$ cat src/rtl/flash_seq_pkg.sv
// flash_seq_pkg: register map, field positions, pin and request carriers
// assumes a 50 MHz ref_clk shared by every user of these constants
`default_nettype none

package flash_seq_pkg;

  // register byte addresses
  localparam logic [31:0] BUS_CMD_ADDR   = 32'h0c000000;
  localparam logic [31:0] MODE_CTRL_ADDR = 32'h0c000004;

  // serial_bus_command fields
  localparam int RELEASE_CMD_BIT = 4;
  localparam int ASSERT_CMD_BIT  = 3;
  localparam int FOUR_LANE_BIT   = 2;
  localparam int TWO_LANE_BIT    = 1;
  localparam int ONE_LANE_BIT    = 0;

  // serial_mode_control fields
  localparam int WIDE_ADDR_BIT   = 13;
  localparam int SPLIT_BIT       = 12;
  localparam int PIPE_DLY_HI     = 11;
  localparam int PIPE_DLY_LO     = 9;
  localparam int PIPE_EN_BIT     = 8;
  localparam int SAMPLE_EDGE_BIT = 7;
  localparam int AUTO_BIT        = 0;
  localparam logic [31:0] MODE_CTRL_RESET = 32'h00000000;
  localparam logic [31:0] MODE_CTRL_WMASK = 32'h00003f81;

  // serial framing
  localparam logic [7:0] READ_OPCODE    = 8'h03;
  localparam logic [5:0] CMD_BITS       = 6'h08;
  localparam logic [5:0] ADDR_BITS_NARROW = 6'h18;
  localparam logic [5:0] ADDR_BITS_WIDE   = 6'h20;
  localparam int         WORD_BITS      = 32;
  localparam int         DUMMY_CLKS_DEF = 8;
  localparam int         PIPE_TAPS      = 8;

  // serial clock timing: half period as time, then in ref_clk cycles (least time, rounded up)
  localparam int REF_PERIOD_NS = 20;
  localparam int SCK_HALF_NS   = 80;
  localparam int SCK_HALF_CYC  = (SCK_HALF_NS + REF_PERIOD_NS - 1) / REF_PERIOD_NS;

  // code equals the number of lanes in use
  typedef enum logic [2:0] {
    LANE_ONE  = 3'h1,
    LANE_TWO  = 3'h2,
    LANE_FOUR = 3'h4
  } lane_width_t;

  typedef struct packed {
    logic [31:0] addr;
    logic [3:0]  beats_m1;
  } read_req_t;

  typedef struct packed {
    logic       cs_n;
    logic       sck;
    logic [3:0] dout;
    logic [3:0] oe;
  } flash_pins_t;

endpackage : flash_seq_pkg

`default_nettype wire

$ cat src/rtl/word_fifo.sv
// word_fifo: flip-flop FIFO with valid/ready on both sides
// assumes a single clock and synchronous active-high reset
`default_nettype none

module word_fifo #(
  parameter int WIDTH = 32,
  parameter int DEPTH = 32
) (
  input  wire logic             ref_clk,
  input  wire logic             reset,
  input  wire logic             in_valid,
  output logic                  in_ready,
  input  wire logic [WIDTH-1:0] in_data,
  output logic                  out_valid,
  input  wire logic             out_ready,
  output logic      [WIDTH-1:0] out_data
);
  localparam int AW = $clog2(DEPTH);

  if (DEPTH < 2 || (1 << AW) != DEPTH || WIDTH < 1) begin : g_bad_cfg
    $error("word_fifo: depth must be a power of two of at least 2");
  end

  logic [WIDTH-1:0] mem_r [DEPTH];
  logic [AW-1:0]    wr_r, wr_nxt, rd_r, rd_nxt;
  logic [AW:0]      cnt_r, cnt_nxt;
  logic             push, pop;

  assign in_ready  = (cnt_r != (AW+1)'(DEPTH));
  assign out_valid = (cnt_r != '0);
  assign out_data  = mem_r[rd_r];
  assign push      = in_valid && in_ready;
  assign pop       = out_valid && out_ready;

  always_comb begin
    wr_nxt  = push ? wr_r + 1'b1 : wr_r;
    rd_nxt  = pop ? rd_r + 1'b1 : rd_r;
    cnt_nxt = cnt_r + (AW+1)'(push) - (AW+1)'(pop);
  end

  always_ff @(posedge ref_clk) begin
    if (reset) begin
      wr_r  <= '0;
      rd_r  <= '0;
      cnt_r <= '0;
    end else begin
      wr_r  <= wr_nxt;
      rd_r  <= rd_nxt;
      cnt_r <= cnt_nxt;
    end
    if (push) begin
      mem_r[wr_r] <= in_data;
    end
  end

endmodule : word_fifo

`default_nettype wire

$ cat src/rtl/flash_seq.sv
// flash_seq: serial flash bus control, manual strobes and auto read sequencer
// assumes io_in comes straight from pads; host ports share ref_clk
//
// Function
// [RQ1] manual: release strobe drives select high
// [RQ2] manual: assert strobe drives select low
// [RQ3] manual: strobe selects four-lane width
// [RQ4] manual: strobe selects two-lane width
// [RQ5] manual: strobe selects one-lane width
// [RQ6] auto: three or four address bytes
// [RQ7] unsplit burst: one continuous serial burst
// [RQ8] split burst: fresh command every beat
// [RQ9] split access: select low only per access
// [RQ10] pipe delay field picks eight sampling delays
// [RQ11] pipe off: sample edge chooses clock
// [RQ12] pipe on: capture through delayed pipe
// [RQ13] edge bit: zero rising, one falling
// [RQ14] mode bit: zero manual, one auto
// [RQ15] zero strobes do nothing, hold nothing
// [RQ16] strobes ignored while in auto mode
`default_nettype none

module flash_seq
  import flash_seq_pkg::*;
#(
  parameter int SCK_HALF   = SCK_HALF_CYC,
  parameter int DUMMY_CLKS = DUMMY_CLKS_DEF,
  parameter int FIFO_DEPTH = 32
) (
  input  wire logic        ref_clk,
  input  wire logic        reset,
  input  wire logic        reg_wr,
  input  wire logic        reg_rd,
  input  wire logic [31:0] reg_addr,
  input  wire logic [31:0] reg_wdata,
  output logic      [31:0] reg_rdata,
  input  wire logic        req_valid,
  output logic             req_ready,
  input  wire read_req_t   req,
  output logic             data_valid,
  input  wire logic        data_ready,
  output logic      [31:0] data,
  input  wire logic [3:0]  io_in,
  output flash_pins_t      pins
);

  if (SCK_HALF < 2 || DUMMY_CLKS < 1 || DUMMY_CLKS > 32) begin : g_bad_cfg
    $error("flash_seq: half period below 2 or dummy clocks outside 1..32");
  end

  typedef enum logic [7:0] {
    ST_IDLE  = 8'h01,
    ST_CMD   = 8'h02,
    ST_ADDR  = 8'h04,
    ST_DUMMY = 8'h08,
    ST_WAITW = 8'h10,
    ST_DATA  = 8'h20,
    ST_DRAIN = 8'h40,
    ST_GAP   = 8'h80
  } seq_state_t;

  // register state
  logic [31:0]  mode_r, mode_nxt, rdata_r, rdata_nxt;
  lane_width_t  width_r, width_nxt;
  logic         cs_man_r, cs_man_nxt, cs_n_r, cs_n_nxt;
  logic         cmd_hit;
  // sequencer state
  seq_state_t   st_r, st_nxt;
  logic [15:0]  div_r, div_nxt;
  logic         sck_r, sck_nxt;
  logic [31:0]  sh_r, sh_nxt, addr_r, addr_nxt;
  logic [5:0]   bits_r, bits_nxt;
  logic [3:0]   beats_r, beats_nxt;
  // receive state
  logic [31:0]  rx_r, rx_nxt;
  logic [5:0]   rx_cnt_r, rx_cnt_nxt, word_clks;
  logic [6:0]   dly_r, dly_nxt;
  logic [3:0]   io_meta_r, io_s_r;
  logic [PIPE_TAPS-1:0] taps;
  logic         auto_sel, wide_addr, split_en, pipe_en, edge_sel;
  logic [2:0]   pipe_dly;
  logic         run, tick, fall, rise_data, fall_data, sample, push, rx_idle;
  logic         fifo_ready;

  assign auto_sel  = mode_r[AUTO_BIT];
  assign wide_addr = mode_r[WIDE_ADDR_BIT];
  assign split_en  = mode_r[SPLIT_BIT];
  assign pipe_en   = mode_r[PIPE_EN_BIT];
  assign edge_sel  = mode_r[SAMPLE_EDGE_BIT];
  assign pipe_dly  = mode_r[PIPE_DLY_HI:PIPE_DLY_LO];

  // pad inputs come from the flash's domain
  always_ff @(posedge ref_clk) begin
    if (reset) begin
      io_meta_r <= '0;
      io_s_r    <= '0;
    end else begin
      io_meta_r <= io_in;
      io_s_r    <= io_meta_r;
    end
  end

  // ---------------- registers ----------------
  // strobes are decoded from the write itself; nothing of them is kept
  assign cmd_hit = reg_wr && (reg_addr == BUS_CMD_ADDR) && !auto_sel; // RQ15 RQ16

  always_comb begin
    mode_nxt   = mode_r;
    width_nxt  = width_r;
    cs_man_nxt = cs_man_r;
    rdata_nxt  = rdata_r;
    if (reg_wr && reg_addr == MODE_CTRL_ADDR) begin
      mode_nxt = reg_wdata & MODE_CTRL_WMASK;
    end
    if (cmd_hit) begin
      // release outranks assert so a double strobe leaves the flash deselected
      if (reg_wdata[RELEASE_CMD_BIT]) begin
        cs_man_nxt = 1'b1; // RQ1
      end else if (reg_wdata[ASSERT_CMD_BIT]) begin
        cs_man_nxt = 1'b0; // RQ2
      end
      if (reg_wdata[ONE_LANE_BIT]) begin
        width_nxt = LANE_ONE; // RQ5
      end else if (reg_wdata[TWO_LANE_BIT]) begin
        width_nxt = LANE_TWO; // RQ4
      end else if (reg_wdata[FOUR_LANE_BIT]) begin
        width_nxt = LANE_FOUR; // RQ3
      end
    end
    if (reg_rd) begin
      rdata_nxt = (reg_addr == MODE_CTRL_ADDR) ? mode_r : '0;
    end
    // RQ14
    cs_n_nxt = auto_sel ? (st_nxt == ST_IDLE || st_nxt == ST_GAP) : cs_man_nxt;
  end

  always_ff @(posedge ref_clk) begin
    if (reset) begin
      mode_r   <= MODE_CTRL_RESET;
      width_r  <= LANE_ONE;
      cs_man_r <= 1'b1;
      cs_n_r   <= 1'b1;
      rdata_r  <= '0;
    end else begin
      mode_r   <= mode_nxt;
      width_r  <= width_nxt;
      cs_man_r <= cs_man_nxt;
      cs_n_r   <= cs_n_nxt;
      rdata_r  <= rdata_nxt;
    end
  end

  // ---------------- sequencer ----------------
  assign run  = st_r inside {ST_CMD, ST_ADDR, ST_DUMMY, ST_DATA, ST_GAP};
  assign tick = run && (div_r == 16'(SCK_HALF - 1));
  assign fall = tick && sck_r;
  assign req_ready = auto_sel && (st_r == ST_IDLE); // RQ14

  always_comb begin
    unique case (width_r)
      LANE_FOUR: word_clks = 6'(WORD_BITS / 4);
      LANE_TWO:  word_clks = 6'(WORD_BITS / 2);
      default:   word_clks = 6'(WORD_BITS);
    endcase
  end

  always_comb begin
    st_nxt    = st_r;
    div_nxt   = run ? (tick ? '0 : div_r + 16'h0001) : '0;
    sck_nxt   = (tick && st_r != ST_GAP) ? ~sck_r : sck_r;
    sh_nxt    = sh_r;
    bits_nxt  = bits_r;
    addr_nxt  = addr_r;
    beats_nxt = beats_r;
    if (fall) begin
      sh_nxt   = {sh_r[30:0], 1'b0};
      bits_nxt = bits_r - 6'h01;
    end
    unique case (st_r)
      ST_IDLE: if (req_valid && req_ready) begin
        st_nxt    = ST_CMD;
        addr_nxt  = req.addr;
        beats_nxt = req.beats_m1;
        sh_nxt    = {READ_OPCODE, 24'h000000};
        bits_nxt  = CMD_BITS;
      end
      ST_GAP: if (tick) begin
        st_nxt   = ST_CMD; // RQ8
        sh_nxt   = {READ_OPCODE, 24'h000000};
        bits_nxt = CMD_BITS;
      end
      ST_CMD: if (fall && bits_r == 6'h01) begin
        st_nxt   = ST_ADDR;
        sh_nxt   = wide_addr ? addr_r : {addr_r[23:0], 8'h00}; // RQ6
        bits_nxt = wide_addr ? ADDR_BITS_WIDE : ADDR_BITS_NARROW; // RQ6
      end
      ST_ADDR: if (fall && bits_r == 6'h01) begin
        st_nxt   = ST_DUMMY;
        bits_nxt = 6'(DUMMY_CLKS);
      end
      ST_DUMMY: if (fall && bits_r == 6'h01) begin
        st_nxt = ST_WAITW;
      end
      // clock is parked low until the FIFO can take a whole word
      ST_WAITW: if (rx_idle && fifo_ready) begin
        st_nxt   = ST_DATA;
        bits_nxt = word_clks;
      end
      ST_DATA: if (fall && bits_r == 6'h01) begin
        st_nxt = ST_DRAIN;
      end
      // select stays low until delayed samples of the word have landed
      ST_DRAIN: if (rx_idle) begin
        if (beats_r == 4'h0) begin
          st_nxt = ST_IDLE; // RQ9
        end else begin
          beats_nxt = beats_r - 4'h1;
          addr_nxt  = addr_r + 32'h00000004;
          st_nxt    = split_en ? ST_GAP : ST_WAITW; // RQ7 RQ8 RQ9
        end
      end
    endcase
  end

  always_ff @(posedge ref_clk) begin
    if (reset) begin
      st_r    <= ST_IDLE;
      div_r   <= '0;
      sck_r   <= 1'b0;
      sh_r    <= '0;
      bits_r  <= '0;
      addr_r  <= '0;
      beats_r <= '0;
    end else begin
      st_r    <= st_nxt;
      div_r   <= div_nxt;
      sck_r   <= sck_nxt;
      sh_r    <= sh_nxt;
      bits_r  <= bits_nxt;
      addr_r  <= addr_nxt;
      beats_r <= beats_nxt;
    end
  end

  assign pins = '{cs_n: cs_n_r,
                  sck:  sck_r,
                  dout: {3'b000, sh_r[31]},
                  oe:   (st_r inside {ST_CMD, ST_ADDR}) ? 4'h1 : 4'h0};

  // ---------------- receive path ----------------
  assign rise_data = tick && !sck_r && (st_r == ST_DATA);
  assign fall_data = fall && (st_r == ST_DATA);
  assign taps      = {dly_r, fall_data};
  // pipe taps a delayed copy of the falling edge; otherwise pick an edge
  assign sample = pipe_en ? taps[pipe_dly] // RQ10 RQ12
                          : (edge_sel ? fall_data : rise_data); // RQ11 RQ13
  assign rx_idle = (rx_cnt_r == '0) && !push;

  always_comb begin
    dly_nxt    = {dly_r[5:0], fall_data};
    rx_nxt     = rx_r;
    rx_cnt_nxt = rx_cnt_r;
    push       = 1'b0;
    if (sample) begin
      unique case (width_r)
        LANE_FOUR: rx_nxt = {rx_r[27:0], io_s_r};
        LANE_TWO:  rx_nxt = {rx_r[29:0], io_s_r[1:0]};
        default:   rx_nxt = {rx_r[30:0], io_s_r[1]};
      endcase
      if (rx_cnt_r == word_clks - 6'h01) begin
        rx_cnt_nxt = '0;
        push       = 1'b1;
      end else begin
        rx_cnt_nxt = rx_cnt_r + 6'h01;
      end
    end
  end

  always_ff @(posedge ref_clk) begin
    if (reset) begin
      dly_r    <= '0;
      rx_r     <= '0;
      rx_cnt_r <= '0;
    end else begin
      dly_r    <= dly_nxt;
      rx_r     <= rx_nxt;
      rx_cnt_r <= rx_cnt_nxt;
    end
  end

  word_fifo #(.WIDTH(WORD_BITS), .DEPTH(FIFO_DEPTH)) u_fifo (
    .ref_clk   (ref_clk),
    .reset     (reset),
    .in_valid  (push),
    .in_ready  (fifo_ready),
    .in_data   (rx_nxt),
    .out_valid (data_valid),
    .out_ready (data_ready),
    .out_data  (data)
  );

  assign reg_rdata = rdata_r;
endmodule : flash_seq

`default_nettype wire

$ cat config.mk
export PLATFORM = sky130hd
export DESIGN_NAME = flash_seq
export DESIGN_NICKNAME = d
export VERILOG_FILES = /design/src/rtl/flash_seq_pkg.sv /design/src/rtl/word_fifo.sv /design/src/rtl/flash_seq.sv
export SDC_FILE = /design/constraint.sdc
export NUM_CORES = 1
export LEC_CHECK = 0
export ABC_AREA = 1
export BUFFER_PORTS_ARGS = -buffer_cell sky130_fd_sc_hd__buf_2
export CORE_MARGIN = 2
export CORE_UTILIZATION = 42
export DETAILED_ROUTE_END_ITERATION = 8
export PLACE_DENSITY = 0.66
export SLEW_MARGIN = 15
export SYNTH_ARGS = -nofsm -noshare
export SYNTH_HDL_FRONTEND = slang
export SYNTH_SLANG_ARGS = --single-unit
$ cat constraint.sdc
create_clock -name ref_clk -period 5.8 [get_ports ref_clk]
set_input_delay 0 -clock ref_clk [delete_from_list [all_inputs] [get_ports ref_clk]]
set_output_delay 0 -clock ref_clk [all_outputs]
set_load 0.05 [all_outputs]
==> impl_metrics.xml <==
<?xml version="1.0" encoding="UTF-8"?>
<metrics>
  <group name="logic_synthesis">
    <metric name="yosys_warnings" unit="">0</metric>
    <metric name="synth-seq-cells" unit="">1218</metric>
    <metric name="synth_area" unit="um2">50700</metric>
    <metric name="synth.avg_cell_area" unit="um2">11.5</metric>
    <metric name="count_of_flip_flops_with_a_built_in_enable_after_synthesis" unit="">1024</metric>
    <metric name="synth_cell_types" unit="">61</metric>
    <metric name="ys_seq_area_share" unit="%">68.3</metric>
    <metric name="synth_async_sr_flop_share" unit="%">0</metric>
    <metric name="post_synthesis_cell_count" unit="">4397</metric>
    <metric name="synth_ff_type" unit="">sky130_fd_sc_hd__edfxtp_1</metric>
  </group>
  <group name="clock_tree">
    <metric name="clock-root-buffer" unit="">sky130_fd_sc_hd__clkbuf_16</metric>
    <metric name="path_clk_slew" unit="ns">0.06</metric>
    <metric name="post_cts.resized_instances" unit="">0</metric>
    <metric name="h-tree-depth" unit="">3</metric>
    <metric name="clock-sinks" unit="">1218</metric>
    <metric name="ctsHoldBuffers" unit="">87</metric>
    <metric name="cts_inserted_buffers" unit="">121</metric>
    <metric name="tritoncts" unit="">done</metric>
    <metric name="clock_path_buffers" unit="">3</metric>
    <metric name="clk-insertion-delay-late" unit="ns">0.76</metric>
    <metric name="post-cts-setup-buffer-count" unit="">0</metric>
  </group>
  <group name="worst_setup_path">
    <metric name="cp.required" unit="ns">5.80</metric>
    <metric name="endpoint_kind" unit="">output port</metric>
    <metric name="worst-setup-path-type" unit="">reg -&gt; out</metric>
    <metric name="timing.critical_path.slowest_cell_delay" unit="ns">0.89</metric>
    <metric name="ff2ff_setup_slack" unit="ns">1.65</metric>
    <metric name="worst-r2r-cell-count" unit="">10</metric>
    <metric name="r2r_start" unit="">width_r[0]$_SDFFE_PP1P_</metric>
    <metric name="path_cells" unit="">buf_12 -&gt; o21ai_0 -&gt; o221ai_1 -&gt; nand3_1 -&gt; o21ai_0 -&gt; nor2_1 -&gt; a31oi_1 -&gt; buf_2</metric>
    <metric name="cpMostUsedCell" unit="">sky130_fd_sc_hd__o21ai_0</metric>
    <metric name="worst_path_max_delay_cell" unit="">sky130_fd_sc_hd__dfxtp_4</metric>
    <metric name="cp_data_arrival_time" unit="ns">4.28</metric>
    <metric name="rr_endpoint" unit="">u_fifo.mem_r[3][10]$_DFFE_PP_</metric>
    <metric name="critical_path.max_fanout" unit="">218</metric>
    <metric name="cp-start-kind" unit="">register</metric>
  </group>
  <group name="timing">
    <metric name="grt_setup_unrepaired" unit="">no</metric>
    <metric name="clock_skew" unit="ns">0.0715</metric>
    <metric name="hold-worst-slack" unit="ns">0.132</metric>
    <metric name="count_of_endpoints_failing_setup_in_the_final_report" unit="">0</metric>
    <metric name="max_clock_freq" unit="MHz">234</metric>
    <metric name="layout_worst_path_cycle_share" unit="%">73.8</metric>
    <metric name="report.final.hold_viol_count" unit="">0</metric>
    <metric name="relSlewSlack" unit="%">20.0</metric>
    <metric name="finalWorstPathRequiredPeriod" unit="ns">4.28</metric>
    <metric name="timing.setup.tns" unit="ns">0</metric>
    <metric name="report.final.slew_viol_count" unit="">0</metric>
    <metric name="worstMarginPinSlew" unit="ns">1.20</metric>
  </group>
  <group name="floorplan">
    <metric name="floorplan.die_area" unit="um2">124000</metric>
    <metric name="starting_utilization_of_the_core_area" unit="%">42.3</metric>
    <metric name="die_h" unit="um">351</metric>
    <metric name="core-area" unit="um2">120000</metric>
    <metric name="die_w" unit="um">351</metric>
    <metric name="boundaryPins" unit="">186</metric>
    <metric name="row_count" unit="">127</metric>
  </group>
  <group name="hold_path">
    <metric name="worstHoldPathCells" unit="">4</metric>
    <metric name="holdPathEnd" unit="">io_meta_r[3]$_SDFF_PP0_</metric>
    <metric name="timing.hold.worst.start" unit="">io_in[3]</metric>
    <metric name="min_path_type" unit="">in -&gt; reg</metric>
  </group>
  <group name="grt">
    <metric name="grt_remaining_overflow" unit="">0</metric>
    <metric name="global_route_wire_length_before_repair" unit="um">206000</metric>
    <metric name="grt_pass1_vias" unit="">33700</metric>
    <metric name="initial_antenna_violation_count" unit="">0</metric>
    <metric name="grt.total_usage" unit="%">21.9</metric>
    <metric name="grt_max_degree" unit="">219</metric>
  </group>
  <group name="routing">
    <metric name="detailroute.via_count" unit="">35800</metric>
    <metric name="drc_violation_count_after_routing" unit="">0</metric>
    <metric name="route.antenna.remaining_nets" unit="">0</metric>
    <metric name="firstDrtPassIters" unit="">6</metric>
    <metric name="drt_first_iter_violations" unit="">4158</metric>
    <metric name="routedWlPerCell" unit="um">22.1</metric>
    <metric name="via_per_inst" unit="">5.73</metric>
    <metric name="drt-total-wl" unit="um">138000</metric>
  </group>
  <group name="cells_and_area">
    <metric name="layout.nets" unit="">4668</metric>
    <metric name="share_of_layout_cells_above_drive_strength_1" unit="%">11.3</metric>
    <metric name="fillers" unit="">10500</metric>
    <metric name="antennaDiodeCount" unit="">0</metric>
    <metric name="area.growth.synth_to_final" unit="%">14.3</metric>
    <metric name="post-route-util" unit="%">48.4</metric>
  </group>
  <group name="place">
    <metric name="portBuffers" unit="">135</metric>
    <metric name="detailed_place_hpwl" unit="um">77300</metric>
    <metric name="gpl.final_weighted_congestion" unit="">0.855</metric>
  </group>
  <group name="flow_run">
    <metric name="timing.max_cap.violations" unit="">0</metric>
  </group>
  <group name="run_status">
    <metric name="outcome" unit="">finished clean</metric>
  </group>
  <group name="power">
    <metric name="ir_worst_vdd" unit="uV">286</metric>
    <metric name="design_power_total" unit="W">0.0198</metric>
    <metric name="p_leak" unit="nW">18.6</metric>
    <metric name="power.density" unit="nW/um2">342</metric>
  </group>
</metrics>
layout by cell type, fill, tap and decap left out, types with 40 or more instances in the layout:
master                          count
sky130_fd_sc_hd__a21oi_1          100
sky130_fd_sc_hd__a31oi_1           47
sky130_fd_sc_hd__buf_2            134
sky130_fd_sc_hd__buf_4             72
sky130_fd_sc_hd__clkbuf_16        122
sky130_fd_sc_hd__dfxtp_1          189
sky130_fd_sc_hd__dlygate4sd3_1     87
sky130_fd_sc_hd__edfxtp_1        1024
sky130_fd_sc_hd__inv_1            246
sky130_fd_sc_hd__nand2_1          294
sky130_fd_sc_hd__nand3_1          151
sky130_fd_sc_hd__nor2_1           713
sky130_fd_sc_hd__o211ai_1          40
sky130_fd_sc_hd__o21ai_0          606
sky130_fd_sc_hd__o221ai_1         215
sky130_fd_sc_hd__o22ai_1           82
layout make-up:
class                   instances  area, um2  share of cell area [%]
flip-flops and latches       1218      34600                    59.8
repair buffers                304       2330                    4.02
clock inverters                68        664                    1.15
multi-input cells            2626      14100                    24.3
inverters                     265       1020                    1.75
clock buffers                 153       3210                    5.54
well taps                    1612       2020                    3.48
cells in the mapped netlist, types with 3 or more instances:
cell type                     n  area, um2
sky130_fd_sc_hd__o21ai_1     12       60.1
sky130_fd_sc_hd__dfxtp_1    194       3880
sky130_fd_sc_hd__inv_2       13       48.8
sky130_fd_sc_hd__inv_1      249        935
sky130_fd_sc_hd__o21a_1       5       37.5
sky130_fd_sc_hd__a31oi_1     47        294
sky130_fd_sc_hd__a221oi_1     4       35.0
sky130_fd_sc_hd__o211ai_1    40        300
sky130_fd_sc_hd__buf_2       18       90.1
sky130_fd_sc_hd__and2_1      23        144
sky130_fd_sc_hd__buf_6        4       45.0
sky130_fd_sc_hd__nand2_2     15       93.8
sky130_fd_sc_hd__a32oi_1     30        263
sky130_fd_sc_hd__xor2_1      36        315
sky130_fd_sc_hd__o311ai_1     4       35.0
sky130_fd_sc_hd__buf_4       38        285
sky130_fd_sc_hd__nand3_2      4       40.0
sky130_fd_sc_hd__nor2_1     746       2800
sky130_fd_sc_hd__a211oi_2     5       62.6
sky130_fd_sc_hd__clkbuf_1   236        886
sky130_fd_sc_hd__nor3b_1      5       37.5
sky130_fd_sc_hd__nor3_2       3       30.0
sky130_fd_sc_hd__or2_2        8       50.1
sky130_fd_sc_hd__nand3_1    151        756
sky130_fd_sc_hd__nor3_1      38        190
sky130_fd_sc_hd__buf_1       20       75.1
sky130_fd_sc_hd__ha_1        21        263
sky130_fd_sc_hd__nor2_4       6       67.6
sky130_fd_sc_hd__nand2_1    294       1100
sky130_fd_sc_hd__edfxtp_1  1024      30700
sky130_fd_sc_hd__nor2_2       8       50.1
sky130_fd_sc_hd__o21ai_0    606       3030
sky130_fd_sc_hd__nor4_1      12       75.1
sky130_fd_sc_hd__o22ai_1     82        513
sky130_fd_sc_hd__o221ai_1   215       1880
sky130_fd_sc_hd__a21oi_1    100        500
sky130_fd_sc_hd__o21ai_2     23        201
sky130_fd_sc_hd__nand2_4      3       33.8
sky130_fd_sc_hd__nand4_1     25        156
flip-flops by register name, summed over array words and instances, names as in the netlist, 3 cells and up, named ones only:
signal,count
rx_cnt_r,6
sh_r,32
u_fifo.mem_r,1024
st_r,8
io_meta_r,4
io_s_r,4
addr_r,32
bits_r,6
mode_r,8
dly_r,7
rx_r,32
reg_rdata,8
width_r,3
u_fifo.wr_r,5
u_fifo.cnt_r,6
beats_r,4
div_r,16
u_fifo.rd_r,5
metal layers:
metal	part of all wire (%)	wire length, um	vias up	global-route usage, %
met5	0	0	-	0
met4	2.7	3720	0	6.74
met3	8.5	11800	230	3.07
met2	47	65300	1621	36.3
met1	41	57000	17700	30.0
li1	-	-	16300	-
logic make-up (layout without fill, tap and decap cells):
family | count (synthesis) | in the layout | share of synthesized area [%]
AO/OA/AOI/OAI | 1184 | 1184 | 14.4
XOR/XNOR | 38 | 38 | 0.656
adder cells (fa/ha/maj) | 22 | 22 | 0.558
buffers and inverters | 582 | 790 | 4.70
flip-flops | 1218 | 1218 | 68.3
other | 1 | 30 | 0.00739
AND/OR/NAND/NOR | 1352 | 1352 | 11.4
report_power, final:
| group | leakage [nW] | total, W | switching, W | internal (W) |
|---|---|---|---|---|
| combinational | 6.97 | 0.00272 | 0.00202 | 0.000706 |
| sequential | 9.76 | 0.00948 | 0.0000981 | 0.00938 |
| clock | 1.84 | 0.00762 | 0.00338 | 0.00424 |
critical path: cells and delay by family (launching register included):
family / cells / cell delay (ns)
AO/OA/AOI/OAI: 4 / 1.10
flip-flops: 1 / 0.89
AND/OR/NAND/NOR: 2 / 0.27
buffers and inverters: 2 / 0.92
metrics by stage:
step	cell area (um2)	instances	worst slack [ns]
after floorplan	50800	4426	2.26
after global placement	53100	5933	1.74
after detailed placement	53100	5935	1.65
after CTS	57900	6243	1.52
after global routing	58000	6246	1.30
final	58000	6246	1.52
how the worst max path moves through the flow:
stage                                        from                       endpoint  slack, ns  cells after the start
after global routing                     register                       data[26]       1.30                      9
after CTS                                register                        data[5]       1.52                      8
after detailed placement  width_r[2]$_SDFFE_PP0P_  u_fifo.mem_r[3][11]$_DFFE_PP_       1.65                     11
after global placement    width_r[2]$_SDFFE_PP0P_  u_fifo.mem_r[3][10]$_DFFE_PP_       1.74                     11
after floorplan                st_r[3]$_SDFF_PP0_   u_fifo.mem_r[0][0]$_DFFE_PP_       2.26                     15
final                                    register                       data[26]       1.52                      8
Power figures use the tool's default switching activity.
